--- config.mk ---
export PLATFORM = sky130hd
export DESIGN_NAME = vsf_slicer_ctrl
export DESIGN_NICKNAME = d
export VERILOG_FILES = /design/src/hdl/vsf_pkg.sv /design/src/hdl/vsf_slicer_ctrl.sv
export SDC_FILE = /design/constraint.sdc
export NUM_CORES = 2
export LEC_CHECK = 0
export BUFFER_PORTS_ARGS = -buffer_cell sky130_fd_sc_hd__buf_4
export CORE_MARGIN = 2
export CORE_UTILIZATION = 60
export CTS_CLUSTER_SIZE = 24
export DETAILED_ROUTE_END_ITERATION = 12
export PLACE_DENSITY_LB_ADDON = 0.3
export SLEW_MARGIN = 10
export SYNTH_ARGS = -nofsm -noshare
export SYNTH_HDL_FRONTEND = slang
export SYNTH_SLANG_ARGS = --single-unit
export TNS_END_PERCENT = 1
--- constraint.sdc ---
create_clock -name core_clk -period 6.2 [get_ports core_clk]
set_clock_uncertainty 0.15 [all_clocks]
set_input_delay 1.24 -clock core_clk [delete_from_list [all_inputs] [get_ports core_clk]]
set_output_delay 1.24 -clock core_clk [all_outputs]
set_load 0.02 [all_outputs]
--- src/hdl/vsf_pkg.sv ---
package vsf_pkg;
    // register byte addresses on the host control port
    localparam logic [7:0] ADDR_STATUS    = 8'hC6;
    localparam logic [7:0] ADDR_WCOUNT    = 8'hC7;
    localparam logic [7:0] ADDR_THRESH    = 8'hC8;
    localparam logic [7:0] ADDR_FLUSH     = 8'hC9;
    localparam logic [7:0] ADDR_LINE_INT  = 8'hCA;
    localparam logic [7:0] ADDR_SW_LO     = 8'hCB;
    localparam logic [7:0] ADDR_SW_HI     = 8'hCC;
    localparam logic [7:0] ADDR_ROUTE     = 8'hCD;
    localparam logic [7:0] ADDR_FF_EN     = 8'hCF;
    localparam logic [7:0] ADDR_LM_FIRST  = 8'hD0;
    localparam logic [7:0] ADDR_LM_LAST   = 8'hFB;
    localparam logic [7:0] ADDR_FF_STD    = 8'hFC;
    localparam logic [7:0] ADDR_FIFO_DATA = 8'hB0;
    // reset values
    localparam logic [7:0] RST_THRESH     = 8'h80;
    localparam logic [7:0] RST_LINE_INT   = 8'h00;
    localparam logic [9:0] RST_SWITCH     = 10'h359;
    localparam logic       RST_ROUTE      = 1'b1;
    localparam logic       RST_FF_EN      = 1'b0;
    localparam logic [7:0] RST_LM_FIRST   = 8'h00;
    localparam logic [7:0] RST_LM_REST    = 8'hFF;
    localparam logic [7:0] RST_FF_STD     = 8'h7F;
    // status bit positions
    localparam int ST_FULL_ERR = 7;
    localparam int ST_EMPTY    = 6;
    // line mode bit positions
    localparam int LM_FILTER = 7;
    localparam int LM_FIFO   = 6;
    localparam int LM_NOERR  = 5;
    localparam int LM_EDC    = 4;
    // line interrupt field enables
    localparam int LI_F1 = 7;
    localparam int LI_F2 = 6;
    // line table geometry
    localparam logic [9:0] FIRST_LINE = 10'h006;
    localparam logic [9:0] LAST_LINE  = 10'h01B;
    localparam int         NUM_LM     = 44;
    // standard codes, the all-ones line mode and the no-interrupt line limit
    localparam logic [7:0] LM_ALL_FF    = 8'hFF;
    localparam logic [3:0] STD_TTX_LAST = 4'h5;
    localparam logic [3:0] STD_EDC_LO   = 4'h1;
    localparam logic [3:0] STD_EDC_HI   = 4'h4;
    localparam logic [5:0] LINE_NO_INT  = 6'h01;
endpackage

--- src/hdl/vsf_slicer_ctrl.sv ---
`timescale 1ns/1ps
// What this block does
// - status flags clear only by writing one
// - empty flag follows fifo occupancy itself
// - line not fitting sets full error, drops
// - later fitting line still written after rejection
// - bits 5..0 flag available data types
// - word count reports occupancy in words
// - threshold condition when count exceeds threshold
// - any flush write empties the fifo
// - line interrupt on matching line, field enabled
// - line numbers zero and one never interrupt
// - reprogram slicer at switch pixel position
// - route bit selects host or video output
// - full field mode slices unprogrammed lines
// - per field line mode registers, lines 6-27
// - bit 7 enables null or data filter
// - bit 6 steers data to fifo, registers
// - bit 5 keeps errored data out
// - bit 4 enables correction, codes 1-4 only
// - bits 3:0 select the slicing standard
// - full field standard, line setting overrides
// - interrupt output gated by enable bits
module vsf_slicer_ctrl #(
    parameter int FIFO_DEPTH = 512                 // fifo size in bytes
) (
    input  wire logic       core_clk,              // system clock, 10 MHz
    input  wire logic       resetn,                // async reset, active low
    input  wire logic       reg_wr,                // host register write strobe
    input  wire logic       reg_rd,                // host register read strobe
    input  wire logic [7:0] reg_addr,              // register address
    input  wire logic [7:0] reg_wdata,             // write data
    output logic      [7:0] reg_rdata,             // read data, one cycle after reg_rd
    input  wire logic [9:0] line_num,              // current video line number
    input  wire logic       field2,                // high in field two
    input  wire logic       vblank,                // high in vertical blanking
    input  wire logic [9:0] hpix,                  // pixel count from falling sync
    input  wire logic       line_req,              // sliced line offered, one cycle
    input  wire logic [9:0] line_len,              // its payload plus header, bytes
    input  wire logic       line_err,              // its data holds detected errors
    input  wire logic       byte_valid,            // sliced byte strobe
    input  wire logic [7:0] byte_data,             // sliced byte
    input  wire logic [5:0] avail_set,             // data type available pulses
    input  wire logic       int_en_thresh,         // threshold interrupt enable
    input  wire logic       int_en_line,           // line interrupt enable
    input  wire logic       vport_ready,           // video port takes a byte
    output logic      [7:0] vport_data,            // fifo byte on upper video bits
    output logic            vport_valid,           // vport_data holds a byte
    output logic            slice_load,            // reprogram pulse
    output logic      [3:0] slice_std,             // standard for the new line
    output logic            slice_filter,          // null or data filter on
    output logic            slice_edc,             // error correction on
    output logic            slice_to_fifo,         // line data heads for fifo
    output logic            slice_to_regs,         // line data heads for registers
    output logic            fifo_thresh_cond,      // word count above threshold
    output logic            line_int_cond,         // line match pulse
    output logic            int_out                // gated interrupt, active high
);
    localparam int AW = $clog2(FIFO_DEPTH);

    // refuse a depth the pointer arithmetic cannot serve
    if (FIFO_DEPTH < 4 || (1 << AW) != FIFO_DEPTH || AW > 9) begin : g_chk
        $error("FIFO_DEPTH must be a power of two from 4 to 512");
    end

    // maps a line and field to its line mode slot
    function automatic logic [5:0] lm_index(input logic [9:0] ln, input logic f2);
        logic [9:0] off;
        off = ln - vsf_pkg::FIRST_LINE;
        lm_index = {off[4:0], f2};
    endfunction

    // tells whether a line has a line mode slot
    function automatic logic in_table(input logic [9:0] ln);
        in_table = (ln >= vsf_pkg::FIRST_LINE) && (ln <= vsf_pkg::LAST_LINE);
    endfunction

    logic [7:0]    status_q;                       // sticky flags, bit 6 unused here
    logic [7:0]    thresh_q;                       // threshold in words
    logic [7:0]    line_int_q;                     // field enables and line number
    logic [9:0]    switch_q;                       // switch pixel position
    logic          route_q;                        // 1 host access, 0 video port
    logic          ff_en_q;                        // full field mode enable
    logic [7:0]    ff_std_q;                       // full field standard
    logic [7:0]    lm_q [vsf_pkg::NUM_LM];         // line mode table
    logic [7:0]    mem [FIFO_DEPTH];               // fifo storage
    logic [AW-1:0] wp_q;                           // write pointer
    logic [AW-1:0] rp_q;                           // read pointer
    logic [AW:0]   cnt_q;                          // bytes held
    logic          admit_q;                        // current line accepted
    logic [9:0]    line_prev_q;                    // line number last cycle
    logic          vport_valid_q;                  // video port byte pending
    logic [7:0]    vport_data_q;                   // video port byte
    logic [7:0]    rdata_q;                        // read data
    logic          slice_load_q;                   // reprogram strobe
    logic [7:0]    eff_q;                          // mode of the next line
    logic          line_int_q2;                    // line match pulse

    // decoded accesses
    logic flush;
    logic data_rd;
    logic fifo_empty;
    logic fifo_full;
    logic push;
    logic pop;
    logic vport_pop;
    logic [AW:0] free_bytes;
    logic [7:0]  wcount;
    logic [AW:0] len_cut;
    logic offer;
    logic no_room;
    logic st_wr;

    assign flush      = reg_wr && (reg_addr == vsf_pkg::ADDR_FLUSH);
    assign fifo_empty = (cnt_q == '0);
    assign fifo_full  = (cnt_q == (AW+1)'(FIFO_DEPTH));
    assign data_rd    = reg_rd && (reg_addr == vsf_pkg::ADDR_FIFO_DATA) && route_q;
    assign vport_pop  = !route_q && !fifo_empty && (!vport_valid_q || vport_ready);
    assign pop        = !fifo_empty && (data_rd || vport_pop);
    assign push       = byte_valid && admit_q && !fifo_full;
    assign free_bytes = (AW+1)'(FIFO_DEPTH) - cnt_q;
    // a length beyond the fifo can never fit; keep the compare honest
    assign len_cut    = (line_len > 10'(FIFO_DEPTH)) ? '1 : (AW+1)'(line_len);
    assign offer      = line_req && slice_to_fifo
                        && !(eff_q[vsf_pkg::LM_NOERR] && line_err);
    assign no_room    = (len_cut > free_bytes);
    assign st_wr      = reg_wr && (reg_addr == vsf_pkg::ADDR_STATUS);

    // word count saturates at the register width
    assign wcount = (cnt_q[AW:1] > (AW)'(8'hFF)) ? 8'hFF : 8'(cnt_q[AW:1]);

    // fifo storage, no reset needed on the data array
    always_ff @(posedge core_clk) begin
        if (push) begin
            mem[wp_q] <= byte_data;
        end
    end

    // pointers and occupancy; flush beats any traffic in the same cycle
    always_ff @(posedge core_clk or negedge resetn) begin
        if (!resetn) begin
            wp_q  <= '0;
            rp_q  <= '0;
            cnt_q <= '0;
        end else if (flush) begin
            wp_q  <= '0;
            rp_q  <= '0;
            cnt_q <= '0;
        end else begin
            if (push) begin
                wp_q <= wp_q + 1'b1;
            end
            if (pop) begin
                rp_q <= rp_q + 1'b1;
            end
            if (push && !pop) begin
                cnt_q <= cnt_q + 1'b1;
            end else if (pop && !push) begin
                cnt_q <= cnt_q - 1'b1;
            end
        end
    end

    // line admission: a whole line or nothing, decided once per line
    always_ff @(posedge core_clk or negedge resetn) begin
        if (!resetn) begin
            admit_q <= 1'b0;
        end else if (flush) begin
            admit_q <= 1'b0;
        end else if (line_req) begin
            // space counted before this cycle's pop, so the check is conservative
            admit_q <= offer && !no_room;
        end
    end

    // sticky status; a set in the clearing cycle wins, bit 6 is read live
    always_ff @(posedge core_clk or negedge resetn) begin
        if (!resetn) begin
            status_q <= '0;
        end else begin
            for (int i = 0; i < 6; i++) begin
                if (avail_set[i]) begin
                    status_q[i] <= 1'b1;
                end else if (st_wr && reg_wdata[i]) begin
                    status_q[i] <= 1'b0;
                end
            end
            if (offer && no_room) begin
                status_q[vsf_pkg::ST_FULL_ERR] <= 1'b1;
            end else if (st_wr && reg_wdata[vsf_pkg::ST_FULL_ERR]) begin
                status_q[vsf_pkg::ST_FULL_ERR] <= 1'b0;
            end
        end
    end

    // plain control registers
    always_ff @(posedge core_clk or negedge resetn) begin
        if (!resetn) begin
            thresh_q   <= vsf_pkg::RST_THRESH;
            line_int_q <= vsf_pkg::RST_LINE_INT;
            switch_q   <= vsf_pkg::RST_SWITCH;
            route_q    <= vsf_pkg::RST_ROUTE;
            ff_en_q    <= vsf_pkg::RST_FF_EN;
            ff_std_q   <= vsf_pkg::RST_FF_STD;
        end else if (reg_wr) begin
            case (reg_addr)
                vsf_pkg::ADDR_THRESH:   thresh_q        <= reg_wdata;
                vsf_pkg::ADDR_LINE_INT: line_int_q      <= reg_wdata;
                vsf_pkg::ADDR_SW_LO:    switch_q[7:0]   <= reg_wdata;
                vsf_pkg::ADDR_SW_HI:    switch_q[9:8]   <= reg_wdata[1:0];
                vsf_pkg::ADDR_ROUTE:    route_q         <= reg_wdata[0];
                vsf_pkg::ADDR_FF_EN:    ff_en_q         <= reg_wdata[0];
                vsf_pkg::ADDR_FF_STD:   ff_std_q        <= reg_wdata;
                default: ;  // other addresses are handled elsewhere or ignored
            endcase
        end
    end

    // line mode table, one byte per line and field
    always_ff @(posedge core_clk or negedge resetn) begin
        if (!resetn) begin
            for (int i = 0; i < vsf_pkg::NUM_LM; i++) begin
                lm_q[i] <= (i == 0) ? vsf_pkg::RST_LM_FIRST : vsf_pkg::RST_LM_REST;
            end
        end else if (reg_wr && reg_addr >= vsf_pkg::ADDR_LM_FIRST
                     && reg_addr <= vsf_pkg::ADDR_LM_LAST) begin
            // field one sits at the even address of each pair
            lm_q[6'(reg_addr - vsf_pkg::ADDR_LM_FIRST)] <= reg_wdata;
        end
    end

    // read data, captured on the read strobe
    always_ff @(posedge core_clk or negedge resetn) begin
        if (!resetn) begin
            rdata_q <= '0;
        end else if (reg_rd) begin
            if (reg_addr >= vsf_pkg::ADDR_LM_FIRST && reg_addr <= vsf_pkg::ADDR_LM_LAST) begin
                rdata_q <= lm_q[6'(reg_addr - vsf_pkg::ADDR_LM_FIRST)];
            end else begin
                case (reg_addr)
                    vsf_pkg::ADDR_STATUS: begin
                        rdata_q               <= status_q;
                        rdata_q[vsf_pkg::ST_EMPTY] <= fifo_empty;
                    end
                    vsf_pkg::ADDR_WCOUNT:    rdata_q <= wcount;
                    vsf_pkg::ADDR_THRESH:    rdata_q <= thresh_q;
                    vsf_pkg::ADDR_LINE_INT:  rdata_q <= line_int_q;
                    vsf_pkg::ADDR_SW_LO:     rdata_q <= switch_q[7:0];
                    vsf_pkg::ADDR_SW_HI:     rdata_q <= {6'h00, switch_q[9:8]};
                    vsf_pkg::ADDR_ROUTE:     rdata_q <= {7'h00, route_q};
                    vsf_pkg::ADDR_FF_EN:     rdata_q <= {7'h00, ff_en_q};
                    vsf_pkg::ADDR_FF_STD:    rdata_q <= ff_std_q;
                    // an empty fifo or video routing reads zero and pops nothing
                    vsf_pkg::ADDR_FIFO_DATA:
                        rdata_q <= (data_rd && !fifo_empty) ? mem[rp_q] : 8'h00;
                    default:                 rdata_q <= 8'h00;
                endcase
            end
        end
    end

    // video port output stage, one byte held until the port takes it
    always_ff @(posedge core_clk or negedge resetn) begin
        if (!resetn) begin
            vport_valid_q <= 1'b0;
            vport_data_q  <= '0;
        end else if (flush) begin
            vport_valid_q <= 1'b0;
        end else if (vport_pop) begin
            vport_valid_q <= 1'b1;
            vport_data_q  <= mem[rp_q];
        end else if (vport_ready) begin
            vport_valid_q <= 1'b0;
        end
    end

    // mode of the next line, chosen at the switch pixel
    logic [9:0] next_line;
    logic [7:0] lm_sel;
    logic [7:0] eff_d;
    always_comb begin
        next_line = line_num + 10'h001;
        lm_sel    = in_table(next_line) ? lm_q[lm_index(next_line, field2)]
                                        : vsf_pkg::LM_ALL_FF;
        // a programmed line wins; all-ones lines and active video take the field standard
        if (ff_en_q && lm_sel == vsf_pkg::LM_ALL_FF
            && (in_table(next_line) || !vblank)) begin
            eff_d = ff_std_q;
        end else begin
            eff_d = lm_sel;
        end
    end

    // slicer reprogram strobe and latched line mode
    always_ff @(posedge core_clk or negedge resetn) begin
        if (!resetn) begin
            slice_load_q <= 1'b0;
            eff_q        <= vsf_pkg::LM_ALL_FF;
        end else begin
            slice_load_q <= (hpix == switch_q);
            if (hpix == switch_q) begin
                eff_q <= eff_d;
            end
        end
    end

    // line match pulse, once per line change
    always_ff @(posedge core_clk or negedge resetn) begin
        if (!resetn) begin
            line_prev_q <= '0;
            line_int_q2 <= 1'b0;
        end else begin
            line_prev_q <= line_num;
            line_int_q2 <= (line_num != line_prev_q)
                && (line_num == {4'h0, line_int_q[5:0]})
                && (line_int_q[5:0] > vsf_pkg::LINE_NO_INT)
                && (field2 ? line_int_q[vsf_pkg::LI_F2]
                           : line_int_q[vsf_pkg::LI_F1]);
        end
    end

    // decoded fields of the latched mode
    logic [3:0] code;
    assign code = eff_q[3:0];

    assign slice_load    = slice_load_q;
    assign slice_std     = code;
    assign slice_filter  = eff_q[vsf_pkg::LM_FILTER];
    assign slice_edc     = eff_q[vsf_pkg::LM_EDC]
                           && code >= vsf_pkg::STD_EDC_LO
                           && code <= vsf_pkg::STD_EDC_HI;
    // teletext goes to the fifo alone when fifo steering is on
    assign slice_to_fifo = eff_q[vsf_pkg::LM_FIFO];
    assign slice_to_regs = !eff_q[vsf_pkg::LM_FIFO] || (code > vsf_pkg::STD_TTX_LAST);

    assign fifo_thresh_cond = (wcount > thresh_q);
    assign line_int_cond    = line_int_q2;
    assign int_out          = (fifo_thresh_cond && int_en_thresh)
                              || (line_int_q2 && int_en_line);
    assign reg_rdata        = rdata_q;
    assign vport_data       = vport_data_q;
    assign vport_valid      = vport_valid_q;
endmodule
==> run summary <==
Critical Path End Type -> register
Row count -> 203
GR Util All Layers -> 31.5%
Fraction of layout cells with a size suffix above 1 -> 32.7%
Post-Place Cells -> 12800
Internal Pwr Total -> 56.4 mW
Cell variety after synth -> 84
NetSw -> 23.5 mW
DRC -> 0
Number of global-route vias before repair -> 96200
Layout Nets -> 9273
Leak -> 65.5 nW
Dominant synthesized flop cell -> edfxtp_1
Final setup viols -> 0
DRT Wirelength -> 487000 um
Rel. slew slack -> 6.76%
CTS Root Buffer Type -> clkbuf_16
DRT antenna net count -> 0
Via-to-Cell Ratio -> 6.96
Initial antenna violation count -> 21
Largest net degree at the start of global routing -> 189
Initial Util -> 60.4%
CP most frequent cell -> a211oi_1
Crit-path slowest cell -> dfrtp_4
Syn nets -> 9061
RSZ-0062 raised after global routing -> no
Core Area -> 0.306 sq mm
Total CTS buffers -> 439
Post-Synthesis Cells -> 8946
Crit path required time -> 6.97 ns
Reg power frac -> 42.9%
Logic pwr share -> 23.5%
Postcts setup bufs -> 0
Area delta synth->final -> 11.0%
Final Critical Period -> 5.40 ns
Clock sink total -> 4557
Ports -> 101
Hold Path Class -> in2async
CP Data Arrival Time -> 6.17 ns
Critical path class -> reg2reg
Pwr/cell area -> 390 mW/mm^2
Synth Area per Inst -> 20.7 sq um
Synth Register Bits -> 4557
CTS HTree Levels -> 5
Clk Latency, worst-skew pair -> 0.99 ns
Fin. Hold Viols -> 0
Post-synth EDFFs -> 4096
Post-DP HPWL -> 289000 um
Final instance area -> 0.205 sq mm
DR iter-0 viols -> 14300
Status -> complete, no violations
Final Util -> 67.0%
Ys async rst share -> 10.1%
Gates resized, CTS repair -> 0
CP Cell Sequence -> buf_12, buf_4, mux4_2, mux2i_1, o221ai_1, a211oi_1, a211oi_1, o32a_1, mux2_2
Crit start category -> register
YS warnings -> 0
Chip Width -> 559 um
Routed via count -> 95000
Setup TNS -> 0 ns
Clk buf depth -> 4
CP max stage delay -> 1.19 ns
First-pass GRT wire length -> 701000 um
Sw Share -> 29.4%
Fmax achieved -> 185 MHz
VDD IR max -> 394 uV
Routability cong. -> 0.907
Worst Tran Pin Value -> 1.39 ns
Final non-filler cell total -> 13600
Die height -> 559 um
Clock transition at path regs -> 0.07 ns
Port Buffers -> 100
Final Max Slew Viols -> 0
Synthesized area -> 0.185 sq mm
Final period util -> 87.1%
Placed cell areas -> 0.191 sq mm
Register area share after synthesis -> 73.1%
Die ar. -> 0.312 sq mm
Iteration count of the initial detailed-routing pass -> 8
Clk network pwr share -> 33.7%
WL per Instance -> 35.7 um
Max FO, Critical Path -> 50
Worst Slack Setup Final -> 0.799 ns
Cts-stage hold buffer count -> 0
Setup WS pre-CTS -> 1.08 ns
Grt ovf -> 0
Max-cap violations -> 0
TritonCTS clock tree -> yes
-- per-layer routing --
layer  global-route usage (%)  vias up  share of wire (%)
met3                     8.25     1208                 12
met5                        0        -              0.043
li1                         -    37400                  -
met1                     42.4    50000                 35
met2                     48.8     6403                 48
met4                     14.4       26                5.2
-- cell type report --
class | count | area (sq um)
inverters | 47 | 179
fillers | 18500 | 101000
repair buffers | 338 | 3310
flip-flops and latches | 4557 | 135000
multi-input cells | 3775 | 46900
clock inverters | 274 | 2840
clock buffers | 538 | 11600
well taps | 4100 | 5130
diodes | 15 | 37.5
-- flip-flops by register name, indices dropped and copies added (netlist names), 7 cells and up --
register / count
cnt_q: 10
eff_q: 8
ff_std_q: 8
line_int_q: 8
line_prev_q: 10
lm_q: 352
mem: 4096
reg_rdata: 8
rp_q: 9
status_q: 7
switch_q: 10
thresh_q: 8
vport_data: 8
wp_q: 9
-- metrics by stage --
step | total power [mW] | hold WS [ns]
after global placement | 52.9 | 0.323
after detailed placement | 53.1 | 0.323
after floorplan | 45.7 | 0.299
after global routing | 81.6 | 0.110
final | 79.9 | 0.0721
after CTS | 79.7 | 0.0636
-- worst paths after layout --
| kind | depth (start not counted) | slack [ns] | startpoint | to |
|---|---|---|---|---|
| max | 9 | 0.80 | rp_q[1]$_DFFE_PN0P_ | vport_data[1]$_DFFE_PN0P_ |
| min | 1 | 0.07 | resetn | cnt_q[1]$_DFFE_PN0P_ |
| max reg2reg | 9 | 0.80 | rp_q[1]$_DFFE_PN0P_ | vport_data[1]$_DFFE_PN0P_ |
| min reg2reg | 1 | 0.35 | status_q[3]$_DFFE_PN0P_ | status_q[3]$_DFFE_PN0P_ |
| max in group asynchronous | 2 | 4.53 | resetn | lm_q[346]$_DFFE_PN0P_ |
| min in group core_clk | 1 | 0.24 | line_num[7] | line_prev_q[7]$_DFF_PN0_ |
-- layout by cell type, fill, tap and decap left out, types with 15 or more instances in the layout --
cell       synthesis  layout
clkinv_2           0      91
nor2_1           662     658
a211oi_1          40      39
nand4_1           20      20
a22o_1            32      32
clkinv_1           1      96
a31oi_1           21      21
o22ai_1           35      35
a22oi_1           88      88
mux2_2           400     400
o221ai_1          25      25
clkbuf_16          0     446
buf_4             67     271
nor2b_1           30      26
dfstp_2          367     367
or2_2             17      17
clkbuf_1         259      82
diode_2            0      15
bufinv_16          0      47
edfxtp_1        4096    4096
nand3_1           46      42
xnor2_1           34      34
dfrtp_1           94      87
xor2_1            28      28
a221oi_1          30      30
nand2b_1          22      21
and2_1            17      15
inv_1             42      42
ha_1              42      41
nand2_1          198     186
a21oi_1          100     100
mux4_2          1300    1300
buf_12             0      56
mux2i_1          315     315
nor3_1            27      26
a21o_1            18      18
o21ai_0           54      54
-- critical path, delay by kind of cell, from the launching register on --
kind,cells,cell delay (ns)
AO/OA/AOI/OAI,4,2.44
buffers and inverters,2,0.88
flip-flops,1,1.19
multiplexers,3,0.62
-- Yosys cell counts, types with 21 or more instances --
cell type / number / area share [%]
a31oi_1: 21 / 0.071
buf_1: 42 / 0.085
nand2b_1: 22 / 0.075
dfstp_2: 367 / 5.2
nor2_1: 662 / 1.3
dfrtp_1: 94 / 1.3
edfxtp_1: 4096 / 67
nand3_1: 46 / 0.12
xor2_1: 28 / 0.13
buf_6: 37 / 0.23
nand2_1: 198 / 0.40
o221ai_1: 25 / 0.12
a211oi_1: 40 / 0.16
o21ai_0: 54 / 0.15
buf_4: 67 / 0.27
inv_1: 42 / 0.085
ha_1: 42 / 0.28
xnor2_1: 34 / 0.16
a22o_1: 32 / 0.15
clkbuf_1: 259 / 0.53
nor2b_1: 30 / 0.10
buf_2: 161 / 0.44
a22oi_1: 88 / 0.36
o22ai_1: 35 / 0.12
mux2i_1: 315 / 1.7
a21oi_1: 100 / 0.27
a221oi_1: 30 / 0.14
mux2_2: 400 / 2.4
nor3_1: 27 / 0.073
mux4_2: 1300 / 16
-- kinds of logic (layout without fill, tap and decap cells) --
family / count (synthesis) / in the layout / share of synthesized area [%]
compound gates: 550 / 550 / 2.13
simple gates: 1105 / 1105 / 2.57
buf+inv: 614 / 1197 / 1.65
xor+xnor: 62 / 62 / 0.294
other cells: 0 / 15 / 0
fa+ha+maj: 43 / 43 / 0.295
mux: 2015 / 2015 / 20.0
flops: 4557 / 4557 / 73.1
-- power by group through the flow --
| stage | sequential [mW] | clock, mW | combinational (mW) |
|---|---|---|---|
| 6_report | 34.3 | 26.9 | 18.7 |
| 5_1_grt | 34.3 | 28.2 | 19.1 |
| 4_1_cts | 34.3 | 27.0 | 18.4 |
| 3_5_place_dp | 34.9 | 0 | 18.2 |
| 3_3_place_gp | 34.9 | 0 | 18.0 |
| 2_1_floorplan | 34.6 | 0 | 11.2 |
No activity file was read; power rests on OpenSTA's default activity.
